$ cat config.mk
export PLATFORM = sky130hd
export DESIGN_NAME = ff_output_ctrl
export DESIGN_NICKNAME = d
export VERILOG_FILES = /design/src/verilog/ffctl_pkg.sv /design/src/verilog/regbus_if.sv /design/src/verilog/apb_word_port.sv /design/src/verilog/source_pick.sv /design/src/verilog/ff_output_ctrl.sv
export SDC_FILE = /design/constraint.sdc
export NUM_CORES = 1
export LEC_CHECK = 0
export ABC_AREA = 1
export BUFFER_PORTS_ARGS = -buffer_cell sky130_fd_sc_hd__buf_2
export CAP_MARGIN = 10
export CORE_MARGIN = 2
export CORE_UTILIZATION = 53
export DETAILED_ROUTE_END_ITERATION = 8
export GPL_TIMING_DRIVEN = 0
export PLACE_DENSITY = 0.86
export SYNTH_ARGS = -nofsm -noshare
export SYNTH_HDL_FRONTEND = slang
export SYNTH_SLANG_ARGS = --single-unit
$ cat constraint.sdc
create_clock -name clk_sys_in -period 4.8 [get_ports clk_sys_in]
set_input_delay 0.48 -clock clk_sys_in [delete_from_list [all_inputs] [get_ports clk_sys_in]]
set_output_delay 0.48 -clock clk_sys_in [all_outputs]
set_load 0.03 [all_outputs]
$ cat src/verilog/ffctl_pkg.sv
package ffctl_pkg;
  localparam int unsigned NUM_FF      = 21;
  localparam int unsigned LOW_FF      = 16;
  localparam int unsigned MUX_FF      = 4;
  localparam int unsigned MUX_BASE    = 16;
  localparam int unsigned LAST_FF     = 20;
  localparam int unsigned EVENT_LINES = 4;
  localparam int unsigned GUARD_H_LSB = 3;
  localparam int unsigned GUARD_H_TOP = 23;
  localparam int unsigned FIELD_W     = 2;

  // Printed offsets are register indices; byte address is four times that
  localparam logic [31:0] SOURCE_HIGH_IDX = 32'h0080_0223;
  localparam logic [31:0] GUARD_LOW_IDX   = 32'h0080_0224;
  localparam logic [31:0] FORCE_LOW_IDX   = 32'h0080_0226;
  localparam logic [31:0] GUARD_HIGH_IDX  = 32'h0080_0229;
  localparam logic [31:0] SOURCE_HIGH_ADDR = {SOURCE_HIGH_IDX[29:0], 2'h0};
  localparam logic [31:0] GUARD_LOW_ADDR   = {GUARD_LOW_IDX[29:0], 2'h0};
  localparam logic [31:0] FORCE_LOW_ADDR   = {FORCE_LOW_IDX[29:0], 2'h0};
  localparam logic [31:0] GUARD_HIGH_ADDR  = {GUARD_HIGH_IDX[29:0], 2'h0};

  localparam logic [15:0] GUARD_LOW_RST   = 16'h0000;
  localparam logic [15:0] FORCE_LOW_RST   = 16'h0000;
  localparam logic [7:0]  GUARD_HIGH_RST  = 8'h00;
  localparam logic [7:0]  SOURCE_HIGH_RST = 8'h00;
  localparam logic [7:0]  GUARD_HIGH_MASK = 8'hF8;
  localparam logic [20:0] LEVEL_RST       = 21'h000000;

  typedef logic [1:0] src_code_t;
  localparam src_code_t CODE_TIMER = 2'h0;
  localparam src_code_t CODE_ALT_A = 2'h1;
  localparam src_code_t CODE_ALT_B = 2'h2;
  localparam src_code_t CODE_ALT_C = 2'h3;
  localparam int unsigned EV_LINE0 = 0;
  localparam int unsigned EV_LINE1 = 1;
  localparam int unsigned EV_LINE3 = 3;
endpackage

$ cat src/verilog/regbus_if.sv
`timescale 1ns/100ps
`default_nettype none
interface regbus_if;
  logic        wr_stb;
  logic        rd_stb;
  logic [31:0] addr;
  logic [31:0] wdata;
  logic [31:0] rdata;
  logic        hit;
  modport port (output wr_stb, rd_stb, addr, wdata, input rdata, hit);
  modport regs (input wr_stb, rd_stb, addr, wdata, output rdata, hit);
endinterface
`default_nettype wire

$ cat src/verilog/apb_word_port.sv
`timescale 1ns/100ps
`default_nettype none
module apb_word_port (
  // Clock and reset
  input  wire logic        clk_sys_in,
  input  wire logic        reset_in,
  // APB slave
  input  wire logic        psel_in,
  input  wire logic        penable_in,
  input  wire logic        pwrite_in,
  input  wire logic [31:0] paddr_in,
  input  wire logic [31:0] pwdata_in,
  output logic      [31:0] prdata_out,
  output logic             pready_out,
  output logic             pslverr_out,
  // Register side
  regbus_if.port           rb
);
  logic access_w;
  logic first_w;

  // One wait state: data is read in the first access cycle, the write
  // lands on the edge where pready is sampled high.
  assign access_w  = psel_in & penable_in;
  assign first_w   = access_w & ~pready_out;
  assign rb.addr   = paddr_in;
  assign rb.wdata  = pwdata_in;
  assign rb.rd_stb = first_w & ~pwrite_in;
  assign rb.wr_stb = access_w & pready_out & pwrite_in & rb.hit;

  always_ff @(posedge clk_sys_in or posedge reset_in) begin
    if (reset_in) begin
      pready_out  <= 1'b0;
      pslverr_out <= 1'b0;
      prdata_out  <= 32'h0000_0000;
    end else begin
      pready_out  <= first_w;
      pslverr_out <= first_w & ~rb.hit;
      prdata_out  <= (first_w & ~pwrite_in & rb.hit) ? rb.rdata
                                                       : 32'h0000_0000;
    end
  end
endmodule
`default_nettype wire

$ cat src/verilog/source_pick.sv
`timescale 1ns/100ps
`default_nettype none
module source_pick
  import ffctl_pkg::*;
#(
  parameter bit FOUR_WAY = 1'b0
) (
  // Selection
  input  wire src_code_t                  code_in,
  input  wire logic                       timer_pulse_in,
  input  wire logic [EVENT_LINES-1:0]     event_bus_in,
  output logic                            pick_out
);
  logic pick_four_w;
  logic pick_two_w;

  assign pick_four_w = (code_in == CODE_TIMER) ? timer_pulse_in :
                       (code_in == CODE_ALT_A) ? event_bus_in[EV_LINE0] :
                       (code_in == CODE_ALT_B) ? event_bus_in[EV_LINE1] :
                                                 event_bus_in[EV_LINE3];
  // Upper code bit clear means the timer, whatever the lower bit
  assign pick_two_w  = !code_in[1]              ? timer_pulse_in :
                       (code_in == CODE_ALT_B) ? event_bus_in[EV_LINE0] :
                                                 event_bus_in[EV_LINE1];
  assign pick_out    = FOUR_WAY ? pick_four_w : pick_two_w;
endmodule
`default_nettype wire

$ cat src/verilog/ff_output_ctrl.sv
`timescale 1ns/100ps
`default_nettype none
module ff_output_ctrl
  import ffctl_pkg::*;
#(
  parameter int unsigned EVENT_W = EVENT_LINES
) (
  // Clock and reset
  input  wire logic                clk_sys_in,
  input  wire logic                reset_in,
  // APB slave
  input  wire logic                psel_in,
  input  wire logic                penable_in,
  input  wire logic                pwrite_in,
  input  wire logic [31:0]         paddr_in,
  input  wire logic [31:0]         pwdata_in,
  output logic      [31:0]         prdata_out,
  output logic                     pready_out,
  output logic                     pslverr_out,
  // Already-selected source pulses for flip-flops 0 to 15 and 20
  input  wire logic [LOW_FF-1:0]   low_src_pulse_in,
  input  wire logic                ff20_src_pulse_in,
  // Io timer channels 5 to 8 pulses, index 0 is channel 5
  input  wire logic [MUX_FF-1:0]   io_timer_pulse_in,
  // Internal output event bus
  input  wire logic [EVENT_W-1:0]  event_bus_in,
  // Flip-flop levels
  output logic      [NUM_FF-1:0]   ff_level_out
);
  if (EVENT_W < EVENT_LINES) begin : g_bad_event_w
    $error("event bus narrower than the source fields need");
  end

  regbus_if rb ();

  apb_word_port u_port (
    .clk_sys_in  (clk_sys_in),
    .reset_in    (reset_in),
    .psel_in     (psel_in),
    .penable_in  (penable_in),
    .pwrite_in   (pwrite_in),
    .paddr_in    (paddr_in),
    .pwdata_in   (pwdata_in),
    .prdata_out  (prdata_out),
    .pready_out  (pready_out),
    .pslverr_out (pslverr_out),
    .rb          (rb)
  );

  // Register state
  logic [15:0]       guard_low_r;
  logic [7:0]        guard_high_r;
  logic [7:0]        source_high_r;
  logic [NUM_FF-1:0] level_nxt;

  // Address decode
  logic hit_src_w;
  logic hit_guard_lo_w;
  logic hit_force_w;
  logic hit_guard_hi_w;
  logic wr_src_w;
  logic wr_guard_lo_w;
  logic wr_force_w;
  logic wr_guard_hi_w;

  assign hit_src_w      = (rb.addr == SOURCE_HIGH_ADDR);
  assign hit_guard_lo_w = (rb.addr == GUARD_LOW_ADDR);
  assign hit_force_w    = (rb.addr == FORCE_LOW_ADDR);
  assign hit_guard_hi_w = (rb.addr == GUARD_HIGH_ADDR);
  assign rb.hit         = hit_src_w | hit_guard_lo_w | hit_force_w
                        | hit_guard_hi_w;
  assign wr_src_w       = rb.wr_stb & hit_src_w;
  assign wr_guard_lo_w  = rb.wr_stb & hit_guard_lo_w;
  assign wr_force_w     = rb.wr_stb & hit_force_w;
  assign wr_guard_hi_w  = rb.wr_stb & hit_guard_hi_w;

  // Mirrored view of the low flip-flops, bit 0 is flip-flop 15
  logic [15:0] force_view_w;
  logic [NUM_FF-1:0] guard_w;

  genvar gi;
  generate
    for (gi = 0; gi < LOW_FF; gi++) begin : g_low_map
      assign force_view_w[gi]      = ff_level_out[LOW_FF-1-gi];
      assign guard_w[LOW_FF-1-gi]  = guard_low_r[gi];
    end
    for (gi = MUX_BASE; gi < NUM_FF; gi++) begin : g_high_map
      assign guard_w[gi] = guard_high_r[GUARD_H_TOP-gi];
    end
  endgenerate

  assign rb.rdata = hit_src_w      ? {24'h000000, source_high_r} :
                    hit_guard_lo_w ? {16'h0000, guard_low_r}     :
                    hit_force_w    ? {16'h0000, force_view_w}    :
                    hit_guard_hi_w ? {24'h000000, guard_high_r}  :
                                     32'h0000_0000;

  // Guard and source registers; plain word writes, halfword use by
  // software keeps the upper lanes at zero anyway.
  always_ff @(posedge clk_sys_in or posedge reset_in) begin
    if (reset_in) begin
      guard_low_r   <= GUARD_LOW_RST;
      guard_high_r  <= GUARD_HIGH_RST;
      source_high_r <= SOURCE_HIGH_RST;
    end else begin
      if (wr_guard_lo_w) begin
        guard_low_r <= rb.wdata[15:0];
      end
      if (wr_guard_hi_w) begin
        guard_high_r <= rb.wdata[7:0] & GUARD_HIGH_MASK;
      end
      if (wr_src_w) begin
        source_high_r <= rb.wdata[7:0];
      end
    end
  end

  // Source selection for flip-flops 16 to 19; flip-flop 19 uses bits 1:0
  logic [NUM_FF-1:0] pulse_w;
  logic [MUX_FF-1:0] mux_pick_w;

  generate
    for (gi = 0; gi < MUX_FF; gi++) begin : g_mux
      localparam int unsigned FLD = MUX_FF-1-gi;
      source_pick #(
        .FOUR_WAY (gi == 0)
      ) u_pick (
        .code_in        (source_high_r[FIELD_W*FLD +: FIELD_W]),
        .timer_pulse_in (io_timer_pulse_in[gi]),
        .event_bus_in   (event_bus_in[EVENT_LINES-1:0]),
        .pick_out       (mux_pick_w[gi])
      );
      assign pulse_w[MUX_BASE+gi] = mux_pick_w[gi];
    end
  endgenerate

  assign pulse_w[LOW_FF-1:0] = low_src_pulse_in;
  assign pulse_w[LAST_FF]    = ff20_src_pulse_in;

  // Next level: an unguarded forced write wins over a toggle in the
  // same cycle, since software asked for an absolute level.
  generate
    for (gi = 0; gi < NUM_FF; gi++) begin : g_level
      if (gi < LOW_FF) begin : g_forceable
        logic load_w;
        assign load_w = wr_force_w & ~guard_w[gi];
        assign level_nxt[gi] = load_w ? rb.wdata[LOW_FF-1-gi]
                             : (ff_level_out[gi] ^ pulse_w[gi]);
      end else begin : g_toggle_only
        assign level_nxt[gi] = ff_level_out[gi] ^ pulse_w[gi];
      end
    end
  endgenerate

  always_ff @(posedge clk_sys_in or posedge reset_in) begin
    if (reset_in) begin
      ff_level_out <= LEVEL_RST;
    end else begin
      ff_level_out <= level_nxt;
    end
  end

  // Bit reversal of the low flip-flops, so the checks need no streaming cast
  function automatic logic [15:0] mirror16(input logic [15:0] v);
    logic [15:0] r;
    for (int i = 0; i < LOW_FF; i++) begin
      r[i] = v[LOW_FF-1-i];
    end
    return r;
  endfunction

  // Checks
  chk_src19_timer: assert property (
    @(posedge clk_sys_in) disable iff (reset_in)
    (!source_high_r[1] && io_timer_pulse_in[3])
      |=> ff_level_out[19] != $past(ff_level_out[19]))
    else $error("flip-flop 19 missed its timer pulse");

  chk_src19_bus1: assert property (
    @(posedge clk_sys_in) disable iff (reset_in)
    (source_high_r[1:0] == CODE_ALT_C && !event_bus_in[EV_LINE1])
      |=> ff_level_out[19] == $past(ff_level_out[19]))
    else $error("flip-flop 19 moved without bus line 1");

  chk_src18_bus0: assert property (
    @(posedge clk_sys_in) disable iff (reset_in)
    (source_high_r[3:2] == CODE_ALT_B && event_bus_in[EV_LINE0])
      |=> ff_level_out[18] != $past(ff_level_out[18]))
    else $error("flip-flop 18 missed bus line 0");

  chk_src17_bus1: assert property (
    @(posedge clk_sys_in) disable iff (reset_in)
    (source_high_r[5:4] == CODE_ALT_C && event_bus_in[EV_LINE1])
      |=> ff_level_out[17] != $past(ff_level_out[17]))
    else $error("flip-flop 17 missed bus line 1");

  chk_src16_bus3: assert property (
    @(posedge clk_sys_in) disable iff (reset_in)
    (source_high_r[7:6] == CODE_ALT_C)
      |=> ff_level_out[16] ==
          ($past(ff_level_out[16]) ^ $past(event_bus_in[EV_LINE3])))
    else $error("flip-flop 16 not following bus line 3");

  chk_src16_timer: assert property (
    @(posedge clk_sys_in) disable iff (reset_in)
    (source_high_r[7:6] == CODE_TIMER)
      |=> ff_level_out[16] ==
          ($past(ff_level_out[16]) ^ $past(io_timer_pulse_in[0])))
    else $error("flip-flop 16 not following io timer 5");

  chk_quiet_hold: assert property (
    @(posedge clk_sys_in) disable iff (reset_in)
    (!ff20_src_pulse_in) |=> $stable(ff_level_out[20]))
    else $error("flip-flop 20 moved without a pulse");

  chk_pulse_toggle: assert property (
    @(posedge clk_sys_in) disable iff (reset_in)
    ff20_src_pulse_in ##1 ff20_src_pulse_in
      |=> ff_level_out[20] == $past(ff_level_out[20], 2))
    else $error("two pulses did not cancel on flip-flop 20");

  chk_guard_blocks: assert property (
    @(posedge clk_sys_in) disable iff (reset_in)
    (wr_force_w && guard_low_r[0] && !low_src_pulse_in[15])
      |=> $stable(ff_level_out[15]))
    else $error("guarded flip-flop 15 took a write");

  chk_force_loads: assert property (
    @(posedge clk_sys_in) disable iff (reset_in)
    (wr_force_w && !guard_low_r[15])
      |=> ff_level_out[0] == $past(pwdata_in[15]))
    else $error("unguarded flip-flop 0 ignored a write");

  chk_force_view: assert property (
    @(posedge clk_sys_in) disable iff (reset_in)
    (rb.rd_stb && hit_force_w)
      |=> prdata_out[15:0] == mirror16($past(ff_level_out[15:0])))
    else $error("force value word not mirrored");

  chk_ready_pulse: assert property (
    @(posedge clk_sys_in) disable iff (reset_in)
    pready_out |=> !pready_out)
    else $error("pready held for more than one cycle");

  chk_src19_bus0: assert property (
    @(posedge clk_sys_in) disable iff (reset_in)
    (source_high_r[1:0] == CODE_ALT_B && event_bus_in[EV_LINE0])
      |=> ff_level_out[19] != $past(ff_level_out[19]))
    else $error("flip-flop 19 missed bus line 0");

  chk_src19_idle: assert property (
    @(posedge clk_sys_in) disable iff (reset_in)
    (source_high_r[1:0] == CODE_ALT_B && !event_bus_in[EV_LINE0])
      |=> $stable(ff_level_out[19]))
    else $error("flip-flop 19 moved from an unselected source");

  chk_src18_timer: assert property (
    @(posedge clk_sys_in) disable iff (reset_in)
    (!source_high_r[3] && io_timer_pulse_in[2])
      |=> ff_level_out[18] != $past(ff_level_out[18]))
    else $error("flip-flop 18 missed its timer pulse");

  chk_src18_bus1: assert property (
    @(posedge clk_sys_in) disable iff (reset_in)
    (source_high_r[3:2] == CODE_ALT_C && event_bus_in[EV_LINE1])
      |=> ff_level_out[18] != $past(ff_level_out[18]))
    else $error("flip-flop 18 missed bus line 1");

  chk_src17_timer: assert property (
    @(posedge clk_sys_in) disable iff (reset_in)
    (!source_high_r[5] && io_timer_pulse_in[1])
      |=> ff_level_out[17] != $past(ff_level_out[17]))
    else $error("flip-flop 17 missed its timer pulse");

  chk_src17_bus0: assert property (
    @(posedge clk_sys_in) disable iff (reset_in)
    (source_high_r[5:4] == CODE_ALT_B && event_bus_in[EV_LINE0])
      |=> ff_level_out[17] != $past(ff_level_out[17]))
    else $error("flip-flop 17 missed bus line 0");

  chk_src16_bus0: assert property (
    @(posedge clk_sys_in) disable iff (reset_in)
    (source_high_r[7:6] == CODE_ALT_A)
      |=> ff_level_out[16] ==
          ($past(ff_level_out[16]) ^ $past(event_bus_in[EV_LINE0])))
    else $error("flip-flop 16 not following bus line 0");

  chk_src16_bus1: assert property (
    @(posedge clk_sys_in) disable iff (reset_in)
    (source_high_r[7:6] == CODE_ALT_B)
      |=> ff_level_out[16] ==
          ($past(ff_level_out[16]) ^ $past(event_bus_in[EV_LINE1])))
    else $error("flip-flop 16 not following bus line 1");

  chk_guard_lo_write: assert property (
    @(posedge clk_sys_in) disable iff (reset_in)
    wr_guard_lo_w |=> guard_low_r == $past(pwdata_in[15:0]))
    else $error("low guard word did not take the write");

  chk_guard_hi_write: assert property (
    @(posedge clk_sys_in) disable iff (reset_in)
    wr_guard_hi_w
      |=> guard_high_r[7:3] == $past(pwdata_in[7:3])
          && guard_high_r[2:0] == 3'h0)
    else $error("high guard word did not take the write");

  chk_guard_blocks_mid: assert property (
    @(posedge clk_sys_in) disable iff (reset_in)
    (wr_force_w && guard_low_r[7] && !low_src_pulse_in[8])
      |=> $stable(ff_level_out[8]))
    else $error("guarded flip-flop 8 took a write");

  chk_force_mirror_lsb: assert property (
    @(posedge clk_sys_in) disable iff (reset_in)
    (wr_force_w && !guard_low_r[0])
      |=> ff_level_out[15] == $past(pwdata_in[0]))
    else $error("force value bit 0 did not load flip-flop 15");

  chk_low_toggle: assert property (
    @(posedge clk_sys_in) disable iff (reset_in)
    (!wr_force_w && low_src_pulse_in[15])
      |=> ff_level_out[15] != $past(ff_level_out[15]))
    else $error("flip-flop 15 missed its pulse");

  chk_low_quiet: assert property (
    @(posedge clk_sys_in) disable iff (reset_in)
    (!wr_force_w && !low_src_pulse_in[0])
      |=> $stable(ff_level_out[0]))
    else $error("flip-flop 0 moved without a pulse or write");

  chk_ff20_toggle: assert property (
    @(posedge clk_sys_in) disable iff (reset_in)
    ff20_src_pulse_in |=> ff_level_out[20] != $past(ff_level_out[20]))
    else $error("flip-flop 20 missed its pulse");

  chk_ready_after_access: assert property (
    @(posedge clk_sys_in) disable iff (reset_in)
    (psel_in && penable_in && !pready_out) |=> pready_out)
    else $error("no ready one cycle after the access began");

  chk_err_with_ready: assert property (
    @(posedge clk_sys_in) disable iff (reset_in)
    pslverr_out |-> pready_out)
    else $error("slave error without ready");

  chk_rdata_idle: assert property (
    @(posedge clk_sys_in) disable iff (reset_in)
    !pready_out |-> prdata_out == 32'h0000_0000)
    else $error("read data not zero outside the answer cycle");
endmodule
`default_nettype wire

---- Word level (Yosys, flattened, before mapping) ----
Cells that the tools add are included.
storage, ports and cells
  register bits ........................... 84
  latch bits .............................. 0
  memory bits (writable) .................. 0
  bits in read-only memories .............. 0
  input port bits ......................... 94
  output and inout port bits .............. 55
  memories ................................ 0
cells by class
  $add $sub $neg .......................... 0
  multipliers ............................. 0
  div/mod/pow operators ................... 0
  $lt $le $gt $ge ......................... 0
  equality and inequality tests ........... 9
  shift operators ......................... 0
  muxes and demuxes ....................... 30
  bitwise logic cells ..................... 71
  reduce and logical (&&, ||, !) cells .... 1
operator list
  operator                                                                 count
  32-bit by 26-bit equality test with 1-bit output, second input constant  4
  16-bit two-way mux                                                       4
  1-bit bitwise AND                                                        28
  1-bit two-way mux                                                        25
  1-bit XOR                                                                21
  1-bit inverter                                                           19
  2-bit equality test, second input constant                               4
  8-bit two-way mux                                                        1
  1-bit bitwise OR                                                         3
  2-bit by 1-bit equality test with 1-bit output, second input constant    1
  2-bit logical NOT                                                        1

---- Longest topological paths before layout ----
Gate-level depths: netlist of the first run.
  depth in word-level cells ............... 8
  mapped depth ............................ 12
  depth with buffers taken out ............ 11

---- By module ----
Synthesis of the first run repeated with hierarchy kept, for this count alone.
unflattened totals
  cell total of the unflattened synthesis .. 633
  area total of the unflattened synthesis .. 5013.6 um^2
modules (own cells, without submodules)
  module                              instances  cells an instance  area an instance (um^2)  sequential area each (um^2)
  ff_output_ctrl                      1          419                3160.5                   1251.2
  apb_word_port                       1          174                1696.6                   850.8
  source_pick at g_mux[1].u_pick ...  3          9                  35.0                     0.0
  source_pick at g_mux[0].u_pick      1          13                 51.3                     0.0

---- Least setup slack after synthesis of the first run ----
Ideal clock, no wire load.
  path type ............................... input -> register
  start ................................... in paddr_in[23]
  end ..................................... reg guard_low_r[9]
  setup time .............................. 0.117 ns
  arrival time ............................ 1.649 ns
  required time ........................... 4.683 ns
  slack ................................... 3.034 ns
  stages .................................. 11
  cell sequence ........................... nor2_1 nand2_1 nor2_2 nand2_2 nor2_4 nor2_1 nand2_4 nand3_4 buf_2 nand2_1 nand2_1
between the ends
  word-level cells in the longest chain between the ends .. 6
  elaborated cells on any way between the ends .. 9
  those cells by class .................... eq/ne (4); bitwise (5)
RTL lines
  item                                                                        line                                        text
  from (decl)                                                                 ff_output_ctrl.sv:15                        input wire logic [31:0] paddr_in,
  32-bit by 26-bit equality test with 1-bit output, on equally long branches  ff_output_ctrl.sv:66, ff_output_ctrl.sv:67
  1-bit bitwise OR (2 in series)                                              ff_output_ctrl.sv:70                        assign rb.hit = hit_src_w | hit_guard_lo_w | hit_force_w
  1-bit bitwise OR                                                            ff_output_ctrl.sv:71                        | hit_guard_hi_w;
  1-bit bitwise AND                                                           apb_word_port.sv:29                         assign rb.wr_stb = access_w & pready_out & pwrite_in & rb.hit;
  1-bit bitwise AND (*)                                                       ff_output_ctrl.sv:73                        assign wr_guard_lo_w = rb.wr_stb & hit_guard_lo_w;
  to (signal assigned)                                                        ff_output_ctrl.sv:107                       guard_low_r <= rb.wdata[15:0];
  to (decl)                                                                   ff_output_ctrl.sv:51                        logic [15:0] guard_low_r;
Every way passes the cells marked *; elsewhere a longest branch is shown, timed or not.
A chain may end at the register's enable or synchronous reset.

---- Final worst setup path of the first run ----
  start ................................... in paddr_in[1]
  end ..................................... reg source_high_r[4]
between the ends
  word-level cells in the longest chain between the ends .. 6
  elaborated cells on any way between the ends .. 9
  those cells by class .................... eq/ne (4); bitwise (5)
RTL lines
  item                                                                        line                                        text
  32-bit by 26-bit equality test with 1-bit output, on equally long branches  ff_output_ctrl.sv:66, ff_output_ctrl.sv:67
  1-bit bitwise OR (2 in series)                                              ff_output_ctrl.sv:70
  1-bit bitwise OR                                                            ff_output_ctrl.sv:71
  1-bit bitwise AND                                                           apb_word_port.sv:29
  1-bit bitwise AND (*)                                                       ff_output_ctrl.sv:72                        assign wr_src_w = rb.wr_stb & hit_src_w;
  to (signal assigned)                                                        ff_output_ctrl.sv:113                       source_high_r <= rb.wdata[7:0];
  to (decl)                                                                   ff_output_ctrl.sv:53                        logic [7:0] source_high_r;
Marked as above.

==> summary.md, run 1 <==
| Metric | Value |
|---|---|
| Setup WS pre-CTS | `between 2 and 3 ns` |
| Share of the synthesized area in the top cell type | `0.4555` |
| Critical Path RT | `5.04 ns` |
| Cts repair resizes | `0` |
| WP data arrival | `2.11 ns` |
| Core Box Area | `6794 sq um` |
| Routed via count | `3615` |
| Mean routed wirelength per cell | `around 14 um` |
| CTS max path bufs | `2` |
| First-pass GRT wire length | `15.77 mm` |
| First-pass DRT Iterations | `5` |
| Row count | `30` |
| Combinational Power Share | `0.278` |
| Top-level I/O count | `149` |
| Starting Density | `0.5499` |
| Worst-Margin Slew | `0.7526 ns` |
| IR drop worst, VDD | `0.2742 mV` |
| Worst hold path type | `in2async` |
| Critical setup path kind | `in2reg` |
| Share of cells above drive strength 1 | `0.3121` |
| Outcome | `completed` |
| Pins Over Slew Limit | `0` |
| Clk network pwr share | `0.312` |
| Depth of the most critical reg-to-reg path | `5` |
| PwrDens | `roughly 390 nW/um^2` |
| Most frequent cells after synthesis | `139 x nand2_1, 68 x dfrtp_1, 50 x nor2_1` |
| Yosys top cell by area | `dfrtp_1` |
| Grt ovf | `0` |
| Area grow syn2layout | `27.06%` |
| Setup Skew | `0.005857 ns` |
| Vias in the first global route | `3453` |
| Final Power | `1.833 mW` |
| RSZ-0062 raised after global routing | `false` |
| Post-synthesis sequential area ratio | `0.4555` |
| Net Sw Frac | `0.3499` |
| Final WL | `roughly 9.6 mm` |
| Syn Area/Cell | `roughly 8.0 sq um` |
| Reg2reg end | `ff_level_out[9]` |
| # nets final | `701` |
| CTS Buf Count | `9` |
| GP Congestion | `roughly 0.9` |
| Number of fill cells in the layout | `536` |
| Largest net degree at the start of global routing | `37` |
| DR iter-0 viols | `~280` |
| Leakage | `2.423 nW` |
| Synth warn | `0` |
| Final setup viols | `0` |
| Dpl cell area | `4508 sq um` |
| Vias/cell | `5.106` |
| Final setup margin | `between 2 and 3 ns` |
| Count leader, synth | `nand2_1` |
| Post-CTS Hold Buffers | `0` |
| HPWL after detailed placement | `7.178 mm` |
| Internal cell power | `between 1 and 1.5 mW` |
| Library cells used by synthesis | `29` |
| Die span in x | `~90 um` |
| Period utilization | `0.3902` |
| DRC viols | `0` |
| #FFs+latches synth | `68` |
| Max cap viols | `0` |
| Htree depth | `3` |
| Min Hold Slack | `~0.24 ns` |
| R2R Setup Slk | `3.02 ns` |
| Crit path launch type | `input pin` |
| Sequential share of power | `0.411` |
| Worst-path fanout max | `8` |
| Die Span Y | `a little under 90 um` |
| Antenna-violating nets left | `0` |
| Initial antenna violation count | `0` |
| Setup Buffers After CTS | `0` |
| Antenna diode count | `0` |
| Psw | `641.5 uW` |
| Root buf cell | `clkbuf_8` |
| R2R Path Start | `u_port.pready_out` |
| Ys async rst share | `1.000` |
| Finished Cell Area | `4747 sq um` |
| TritonCTS clock tree | `yes` |
| Area contributors post-synth | `dfrtp_1 46%, nand2_1 14%, nor2_1 5.0%, xnor2_1 4.7%, nand4_1 4.5%` |
| Post-Synthesis Cells | `roughly 470` |
| Max_slew headroom | `0.4983` |
| Placed cells | `roughly 690` |
| Tot GR Track Use | `0.2654` |
| Period minus WS final | `1.873 ns` |
| Top FF cell, synth | `dfrtp_1` |
| Peak Freq | `0.5339 GHz` |
| Non-filler instance count after layout | `about 710` |
| Crit. End Element | `register` |
| Final hold vios | `0` |
| Clock sink total | `slightly below 70` |
| Setup TNS | `0 ns` |
| Port Buffers | `between 100 and 150` |
| Worst skew pair latency | `0.35 ns` |
| Die area | `7737 sq um` |
| Finished Core Util | `0.6987` |
| Clk slew on worst S/H paths | `0.08 ns` |
| Number of synthesized flops with an enable pin | `0` |
| Synthesized area | `3736 sq um` |
==> logic make-up after synthesis <==
logic type | share of synthesized area
xor+xnor | 0.04923
simple gates | 0.3369
compound gates | 0.06798
other cells | 0.001004
flops | 0.4555
buf+inv | 0.08942
==> worst max path at each step <==
stage,depth (start not counted),slack (ns),endpoint,from
4_1_cts,11,2.96,source_high_r[4],paddr_in[1]
2_1_floorplan,1,2.61,ff_level_out[0],reset_in
5_1_grt,11,2.79,source_high_r[1],paddr_in[1]
6_report,11,2.93,source_high_r[4],paddr_in[1]
3_3_place_gp,2,1.85,guard_high_r[6],reset_in
3_5_place_dp,11,2.59,source_high_r[4],paddr_in[1]
==> registers in the layout, indices dropped and copies added, names as in the netlist <==
signal,cells
guard_high_r,5
ff_level_out,21
u_port.prdata_out,16
source_high_r,8
u_port.pslverr_out,1
u_port.pready_out,1
guard_low_r,16
==> cells in the final DEF, fill, tap and decap left out, drive strengths merged, types with 2 or more instances in the layout <==
| cell | synthesis | final |
|---|---|---|
| nand4 | 27 | 27 |
| clkbuf | 5 | 15 |
| nand2 | 143 | 143 |
| nor3 | 19 | 19 |
| buf | 26 | 142 |
| a21boi | 2 | 2 |
| a21oi | 9 | 9 |
| nor2 | 60 | 60 |
| inv | 32 | 33 |
| o21ai | 32 | 32 |
| conb | 1 | 16 |
| xnor2 | 20 | 20 |
| nand3 | 16 | 16 |
| dfrtp | 68 | 68 |
| o211ai | 3 | 3 |
| bufinv | 0 | 3 |
==> routing by layer <==
| metal | GRT usage | part of all wire |
|---|---|---|
| met1 | 0.3240 | 0.39 |
| met5 | 0 | 0 |
| met3 | 0.07069 | 0.084 |
| met2 | 0.4607 | 0.51 |
| met4 | 0.07972 | 0.012 |
==> power by group through the flow <==
stage,Clock [mW],Combinational (mW),Sequential (mW)
finish,0.571,0.509,0.753
global route,0.603,0.552,0.763
global placement,0,0.500,0.757
CTS,0.575,0.514,0.753
floorplan,0,0.158,0.935
detailed placement,0,0.511,0.764
==> critical path, cell delays in order <==
cell and delay [ns]:
buf_2 0.09, nor2_1 0.15, nand2_1 0.16, nor2_1 0.16
nand2_2 0.15, nor2_4 0.20, nor2_1 0.10, nand2_4 0.10
nand3_1 0.26, nand2_1 0.17, nand2_1 0.07
==> layout make-up <==
type,instances,area (sq um),share of cell area
plain buffers,31,214.0,0.04507
clock buffers,10,127.6,0.02688
clock inverters,6,111.4,0.02346
inverters,32,120.1,0.02530
multi-input cells,349,1757,0.3701
flip-flops and latches,68,1702,0.3585
well taps,96,120.1,0.02530
repair buffers,116,595.6,0.1255
(Power assumes the default switching activity.)
==> inputs of run 2 (changes only) <==
--- a/config.mk
+++ b/config.mk
@@ -9,10 +9,10 @@
 export BUFFER_PORTS_ARGS = -buffer_cell sky130_fd_sc_hd__buf_2
 export CAP_MARGIN = 10
 export CORE_MARGIN = 2
-export CORE_UTILIZATION = 53
+export CORE_UTILIZATION = 49
 export DETAILED_ROUTE_END_ITERATION = 8
 export GPL_TIMING_DRIVEN = 0
-export PLACE_DENSITY = 0.86
+export PLACE_DENSITY = 0.81
 export SYNTH_ARGS = -nofsm -noshare
 export SYNTH_HDL_FRONTEND = slang
 export SYNTH_SLANG_ARGS = --single-unit
==> constraint.sdc (replaced) <==
create_clock -name clk_sys_in -period 1.9 [get_ports clk_sys_in]
set_input_delay 0.19 -clock clk_sys_in [delete_from_list [all_inputs] [get_ports clk_sys_in]]
set_output_delay 0.19 -clock clk_sys_in [all_outputs]
set_load 0.03 [all_outputs]
==> summary.md, run 2 (synthesized netlist as in run 1, its figures left out) <==
| Metric | Value |
|---|---|
| Outcome | `completed (unchanged)` |
| TritonCTS clock tree | `yes (unchanged)` |
| DR iter-0 viols | `232 (was 284)` |
| # nets final | `706 (was 701)` |
| First-pass DRT Iterations | `4 (was 5)` |
| Clk slew on worst S/H paths | `0.07 ns (was 0.08 ns)` |
| Final hold vios | `0 (unchanged)` |
| Setup WS pre-CTS | `0.03453 ns (was 2.589 ns)` |
| Worst-path fanout max | `10 (was 8)` |
| Crit path launch type | `input pin (unchanged)` |
| Grt ovf | `0 (unchanged)` |
| Antenna-violating nets left | `0 (unchanged)` |
| Final setup margin | `0.3597 ns (was 2.927 ns)` |
| Die span in x | `91.32 um (was 87.96 um)` |
| Dpl cell area | `4536 sq um (was 4508 sq um)` |
| Tot GR Track Use | `0.2461 (was 0.2654)` |
| Peak Freq | `roughly 0.65 GHz` |
| Clock sink total | `68 (unchanged)` |
| Placed cells | `696 (was 692)` |
| Area grow syn2layout | `27.73% (was 27.06%)` |
| Number of fill cells in the layout | `618 (was 536)` |
| First-pass GRT wire length | `16.29 mm (was 15.77 mm)` |
| Setup TNS | `0 ns (unchanged)` |
| Regs by FF count | `ff_level_out (21), guard_low_r (16), u_port.prdata_out (16) (unchanged)` |
| Leakage | `2.432 nW (was 2.423 nW)` |
| Final setup viols | `0 (unchanged)` |
| Period minus WS final | `1.540 ns` |
| CTS Buf Count | `9 (unchanged)` |
| Pins Over Slew Limit | `0 (unchanged)` |
| DR top layer | `met4 (unchanged)` |
| RSZ-0062 raised after global routing | `false (unchanged)` |
| IR drop worst, VDD | `0.5812 mV (was 0.2742 mV)` |
| Largest Register | `ff_level_out (unchanged)` |
| Port Buffers | `115 (unchanged)` |
| DRC viols | `0 (unchanged)` |
| Metal2 WL | `5.012 mm (was 4.895 mm)` |
| Htree depth | `3 (unchanged)` |
| Finished Cell Area | `4772 sq um (was 4747 sq um)` |
| Non-filler instance count after layout | `716 (was 708)` |
| Final WL | `9.737 mm (was 9.566 mm)` |
| Critical Path RT | `2.13 ns (was 5.04 ns)` |
| Post-Route M1 WL | `3.914 mm (was 3.750 mm)` |
| HPWL after detailed placement | `7.370 mm (was 7.178 mm)` |
| Root buf cell | `clkbuf_8 (unchanged)` |
| Sequential Area | `1702 sq um (unchanged)` |
| WP data arrival | `1.77 ns (was 2.11 ns)` |
| Vias in the first global route | `3622 (was 3453)` |
| Vias/cell | `5.077 (was 5.106)` |
| Max cap viols | `0 (unchanged)` |
| Wire length on met3 | `666 um (was 808 um)` |
| Most common cell after layout, fill and taps aside | `nand2_1 (unchanged)` |
| Worst-Margin Slew | `0.6747 ns (was 0.7526 ns)` |
| Antenna diode count | `0 (unchanged)` |
| Top-level I/O count | `149 (unchanged)` |
| Crit. End Element | `register (unchanged)` |
| CTS max path bufs | `2 (unchanged)` |
| Share of cells above drive strength 1 | `0.3209 (was 0.3121)` |
| Die Span Y | `91.32 um (was 87.96 um)` |
| Commonest non-fill, non-tap cells in the layout | `139 x nand2_1, 123 x buf_2, 68 x dfrtp_1, 50 x nor2_1, 30 x o21ai_0 (unchanged)` |
| Worst skew pair latency | `0.34 ns (was 0.35 ns)` |
| Routed via count | `3635 (was 3615)` |
| Mean routed wirelength per cell | `13.60 um (was 13.51 um)` |
| Die area | `8339 sq um (was 7737 sq um)` |
| Critical setup path kind | `in2reg (unchanged)` |
| Largest register FFs | `21 (unchanged)` |
| Starting Density | `0.5096 (was 0.5499)` |
| GP Congestion | `0.8804 (was 0.8757)` |
| Row count | `31 (was 30)` |
| Max_slew headroom | `0.5465 (was 0.4983)` |
| Multi-input combinational cell area | `1757 sq um (unchanged)` |
| Setup Skew | `0.009629 ns (was 0.005857 ns)` |
| Core Box Area | `7331 sq um (was 6794 sq um)` |
| R2R Setup Slk | `0.36 ns (was 3.02 ns)` |
| Largest net degree at the start of global routing | `27 (was 37)` |
| Initial antenna violation count | `0 (unchanged)` |
| Period utilization | `0.8107` |
| Worst hold path type | `in2reg (was in2async)` |
| PwrDens | `920.6 nW/um^2 (was 386.2 nW/um^2)` |
[run 2: area by class of cell]
type | instances | share of cell area
Multi-Input combinational cell | 349 | 0.3681
Buffer | 31 | 0.04536
Clock inverter | 6 | 0.01337
Clock buffer | 10 | 0.02884
Inverter | 32 | 0.02596
Timing Repair Buffer | 121 | 0.1358
Tap cell | 99 | 0.02596
Sequential cell | 68 | 0.3566
[run 2: layer usage]
layer	vias up	GRT usage
met5	-	0
met4	0	0.07828
met3	15	0.06224
met2	157	0.4290
met1	1698	0.2983
li1	1765	-
[run 2: timing repair]
item / 4_1_cts / 5_1_grt
resized for setup: 0 / 4
setup endpoints to repair: 0 / 13
setup buffers: 0 / 3
hold buffers: 1 / 0
endpoints found under the hold margin: 17 / 0
[run 2: critical path, stage by stage]
cell     delay, ns
buf_2         0.10
nor2_1        0.10
nand2_1       0.07
nor2_2        0.12
nand2_2       0.17
nor2_2        0.31
nor2_1        0.12
nand2_4       0.12
nand3_4       0.11
buf_2         0.22
nand2_1       0.08
nand2_1       0.05
[run 2: worst paths after layout]
path                       cells past startpoint              start                   end
min in group asynchronous                      3           reset_in       ff_level_out[0]
setup reg to reg                               5  u_port.pready_out  u_port.prdata_out[3]
hold reg to reg                                1   ff_level_out[20]      ff_level_out[20]
hold / removal                                 2  ff20_src_pulse_in      ff_level_out[20]
max in group asynchronous                      5           reset_in        guard_low_r[5]
setup / recovery                              12       paddr_in[17]        guard_low_r[5]
[run 2: where the power goes]
group	switching (mW)	internal, mW
sequential	0.214	1.68
clock	0.555	0.639
combinational	0.842	0.463
total	1.61	2.78
[run 2: stage by stage]
stage	utilization	hold WS, ns	power (mW)
global placement	0.6132	0.3821	3.177
CTS	0.6476	0.01587	4.425
global route	0.6510	0.003840	4.614
detailed placement	0.6187	0.2103	3.224
finish	0.6510	0.02469	4.393
floorplan	-	0.2810	2.764
==> inputs of run 3 (changes only) <==
--- a/config.mk
+++ b/config.mk
@@ -5,14 +5,14 @@
 export SDC_FILE = /design/constraint.sdc
 export NUM_CORES = 1
 export LEC_CHECK = 0
-export ABC_AREA = 1
+export ABC_AREA = 0
 export BUFFER_PORTS_ARGS = -buffer_cell sky130_fd_sc_hd__buf_2
 export CAP_MARGIN = 10
 export CORE_MARGIN = 2
-export CORE_UTILIZATION = 49
+export CORE_UTILIZATION = 43
 export DETAILED_ROUTE_END_ITERATION = 8
 export GPL_TIMING_DRIVEN = 0
-export PLACE_DENSITY = 0.81
+export PLACE_DENSITY = 0.76
 export SYNTH_ARGS = -nofsm -noshare
 export SYNTH_HDL_FRONTEND = slang
 export SYNTH_SLANG_ARGS = --single-unit
==> constraint.sdc (replaced) <==
create_clock -name clk_sys_in -period 1.3 [get_ports clk_sys_in]
set_input_delay 0.13 -clock clk_sys_in [delete_from_list [all_inputs] [get_ports clk_sys_in]]
set_output_delay 0.13 -clock clk_sys_in [all_outputs]
set_load 0.03 [all_outputs]
==> summary.md, run 3 <==
| Metric | Value |
|---|---|
| Worst-Margin Slew | `0.6493 ns (was 0.6747 ns)` |
| Most common cell after layout, fill and taps aside | `buf_2 (was nand2_1)` |
| Critical setup path kind | `in2reg (unchanged)` |
| Worst-path fanout max | `6 (was 10)` |
| Ys async rst share | `1.000 (unchanged)` |
| Library cells used by synthesis | `40 (was 29)` |
| Regs by FF count | `ff_level_out (21), guard_low_r (16), u_port.prdata_out (16) (unchanged)` |
| Die span in x | `93.96 um (was 91.32 um)` |
| Pins Over Slew Limit | `0 (unchanged)` |
| Multi-input combinational cell area | `1981 sq um (was 1757 sq um)` |
| Sequential Area | `1702 sq um (unchanged)` |
| Hold depth | `2 (unchanged)` |
| Number of synthesized flops with an enable pin | `0 (unchanged)` |
| Final hold vios | `0 (unchanged)` |
| Starting Density | `0.4480 (was 0.5096)` |
| WP data arrival | `1.99 ns (was 1.77 ns)` |
| Largest net degree at the start of global routing | `41 (was 27)` |
| GP Congestion | `0.8493 (was 0.8804)` |
| HPWL after detailed placement | `6.340 mm (was 7.370 mm)` |
| Grt ovf | `0 (unchanged)` |
| Area contributors post-synth | `dfrtp_1 49%, mux2_2 11%, xor2_1 5.3%, mux2i_1 4.0%, mux2_1 3.6% (was dfrtp_1 46%, nand2_1 14%, nor2_1 5.0%, xnor2_1 4.7%, nand4_1 4.5%)` |
| Worst Hold End | `guard_low_r[8] (was ff_level_out[20])` |
| Yosys top cell by area | `dfrtp_1 (unchanged)` |
| Initial antenna violation count | `0 (unchanged)` |
| First-pass GRT wire length | `14.44 mm (was 16.29 mm)` |
| Period utilization | `1.351` |
| Htree depth | `3 (unchanged)` |
| Period minus WS final | `1.757 ns` |
| Port Buffers | `113 (was 115)` |
| Commonest non-fill, non-tap cells in the layout | `111 x buf_2, 68 x dfrtp_1, 31 x mux2_4, 24 x buf_4, 21 x xor2_1 (was 139 x nand2_1, 123 x buf_2, 68 x dfrtp_1, 50 x nor2_1, 30 x o21ai_0)` |
| First-pass DRT Iterations | `4 (unchanged)` |
| CP Cell Sequence | `buf_6, or4_4, or3_4, nor4_4, buf_6, mux2_4 (was buf_2, nor2_1, nand2_1, nor2_2, nand2_2, nor2_2, nor2_1, nand2_4, nand3_4, buf_2, nand2_1, nand2_1)` |
| R2R Path Start | `u_port.pready_out (unchanged)` |
| Cell mode on critical path | `buf_6 (was nand2_1)` |
| Leakage | `2.447 nW (was 2.432 nW)` |
| Slowest cell on crit path | `or4_4 (was nor2_2)` |
| Share of the synthesized area in the top cell type | `0.4890 (was 0.4555)` |
| Root buf cell | `clkbuf_8 (unchanged)` |
| Outcome | `complete, but fails checks (was completed)` |
| Most frequent cells after synthesis | `68 x dfrtp_1, 34 x mux2_2, 21 x xor2_1 (was 139 x nand2_1, 68 x dfrtp_1, 50 x nor2_1)` |
| Crit path launch type | `input pin (unchanged)` |
| Largest Register | `ff_level_out (unchanged)` |
| Final setup viols | `53 (was 0)` |
| DRC viols | `0 (unchanged)` |
| Worst skew pair latency | `0.35 ns (was 0.34 ns)` |
| Die area | `8828 sq um (was 8339 sq um)` |
| Vias in the first global route | `2936 (was 3622)` |
| Depth of the most critical reg-to-reg path | `5 (unchanged)` |
| Failing checks | `negative setup slack` |
| Crit. End Element | `register (unchanged)` |
| Antenna-violating nets left | `0 (unchanged)` |
| Worst hold path type | `in2reg (unchanged)` |
| Peak Freq | `~0.57 GHz` |
| Final setup margin | `-0.4568 ns (was 0.3597 ns)` |
| Vias/cell | `5.242 (was 5.077)` |
| Row count | `32 (was 31)` |
| CTS max path bufs | `2 (unchanged)` |
| Routed via count | `2920 (was 3635)` |
| Final WL | `9.433 mm (was 9.737 mm)` |
| Max cap viols | `0 (unchanged)` |
| DR iter-0 viols | `140 (was 232)` |
| Mean routed wirelength per cell | `16.94 um (was 13.60 um)` |
| Core Box Area | `7767 sq um (was 7331 sq um)` |
| Slowest stage delay, CP | `0.53 ns (was 0.31 ns)` |
| Clk slew on worst S/H paths | `0.07 ns (about the same)` |
| Top FF cell, synth | `dfrtp_1 (unchanged)` |
| Setup Skew | `0.007989 ns (was 0.009629 ns)` |
| Synthesized area | `3480 sq um (was 3736 sq um)` |
| RSZ-0062 raised after global routing | `true (was false)` |
| Largest register FFs | `21 (unchanged)` |
| Synth warn | `0 (unchanged)` |
| Number of fill cells in the layout | `628 (was 618)` |
| Top-level I/O count | `149 (unchanged)` |
| Die Span Y | `93.96 um (was 91.32 um)` |
| Area grow syn2layout | `43.69% (was 27.73%)` |
| CTS Buf Count | `9 (unchanged)` |
| Setup TNS | `-18.59 ns (was 0 ns)` |
| Post-Synthesis Cells | `293 (was 465)` |
| TritonCTS clock tree | `yes (unchanged)` |
| Syn Area/Cell | `11.88 sq um (was 8.035 sq um)` |
| Setup WS pre-CTS | `-1.272 ns (was 0.03453 ns)` |
| PwrDens | `1291 nW/um^2 (was 920.6 nW/um^2)` |
| IR drop worst, VDD | `0.5654 mV (was 0.5812 mV)` |
| Clock sink total | `68 (unchanged)` |
| #FFs+latches synth | `68 (unchanged)` |
| Max_slew headroom | `0.5662 (was 0.5465)` |
| R2R Setup Slk | `-0.42 ns (was 0.36 ns)` |
| Count leader, synth | `dfrtp_1 (was nand2_1)` |
| # nets final | `545 (was 706)` |
| Reg2reg end | `guard_low_r[10] (was u_port.prdata_out[3])` |
| Critical Path RT | `1.53 ns (was 2.13 ns)` |
| Share of cells above drive strength 1 | `0.5648 (was 0.3209)` |
| Min-delay src | `pwdata_in[8] (was ff20_src_pulse_in)` |
| Tot GR Track Use | `0.2178 (was 0.2461)` |
| Antenna diode count | `0 (unchanged)` |
| Post-synthesis sequential area ratio | `0.4890 (was 0.4555)` |
[run 3: cell count changes in the layout (fill, tap and decap cells not counted), sizes merged, moves of 12 or more]
cell / delta
inv: -30
mux2: +45
mux2i: +14
nand2: -143
nand4: -24
nor2: -42
nor3: -12
nor3b: +16
o21ai: -32
xnor2: -20
xor2: +20
[run 3: per-layer routing]
layer  vias up  part of all wire  track usage
met4         0             0.026       0.1099
li1       1344                 -            -
met5         -                 0            0
met2       126              0.49       0.3577
met1      1432              0.42       0.2768
met3        18             0.066      0.03692
[run 3: where the power goes]
part           leakage [nW]  switching, mW  internal [mW]
Sequential            0.900          0.298           2.46
Clock                0.0852          0.807          0.730
Combinational          1.46           1.30          0.863
[run 3: cell type report]
cell class                 instances  area share
tap                              102     0.02553
timing repair buffer             132      0.1574
multi-input combinational        208      0.3961
clock inverter                     4    0.005255
clock buffer                      11     0.02828
buffer                            30     0.04479
inverter                           2    0.002252
sequential                        68      0.3403
[run 3: what timing repair did]
action	4_1_cts	5_1_grt
gates resized for setup	36	38
setup endpoints to repair	61	61
cloned	1	1
hold endpoints to repair	29	0
pin swaps	10	20
hold buffers	2	0
setup buffers	11	4
[run 3: logic make-up after synthesis]
| kind of cell | share of synthesized area |
|---|---|
| simple gates | 0.1708 |
| flops | 0.4890 |
| mux | 0.1924 |
| buf+inv | 0.05466 |
| compound gates | 0.03919 |
| xor+xnor | 0.05286 |
| other cells | 0.001078 |
[run 3: metrics by stage]
stage / cell area [sq um] / cells / power (mW) / hold WS [ns] / utilization
2_1_floorplan: 3652 / 308 / 4.222 / 0.2210 / -
3_3_place_gp: 4345 / 523 / 4.830 / 0.3185 / 0.5594
3_5_place_dp: 4365 / 524 / 4.889 / 0.2529 / 0.5620
4_1_cts: 4806 / 553 / 6.445 / 0.01697 / 0.6187
5_1_grt: 5000 / 557 / 6.773 / 0.01457 / 0.6437
6_report: 5000 / 557 / 6.456 / 0.01999 / 0.6437
[run 3: worst max-delay path: cells and delay by family]
kind,cells,cell delay [ns]
multiplexers,1,0.30
buffers and inverters,2,0.30
AND/OR/NAND/NOR,3,1.25
[run 3: worst max path at each step]
stage / start / to / slack [ns]
finish: paddr_in[21] / guard_low_r[10] / -0.46
global route: paddr_in[21] / guard_low_r[6] / -0.54
global placement: paddr_in[21] / ff_level_out[8] / -1.27
CTS: paddr_in[22] / guard_low_r[15] / -0.45
floorplan: u_port.pready_out / ff_level_out[8] / -0.79
detailed placement: paddr_in[21] / ff_level_out[8] / -1.27
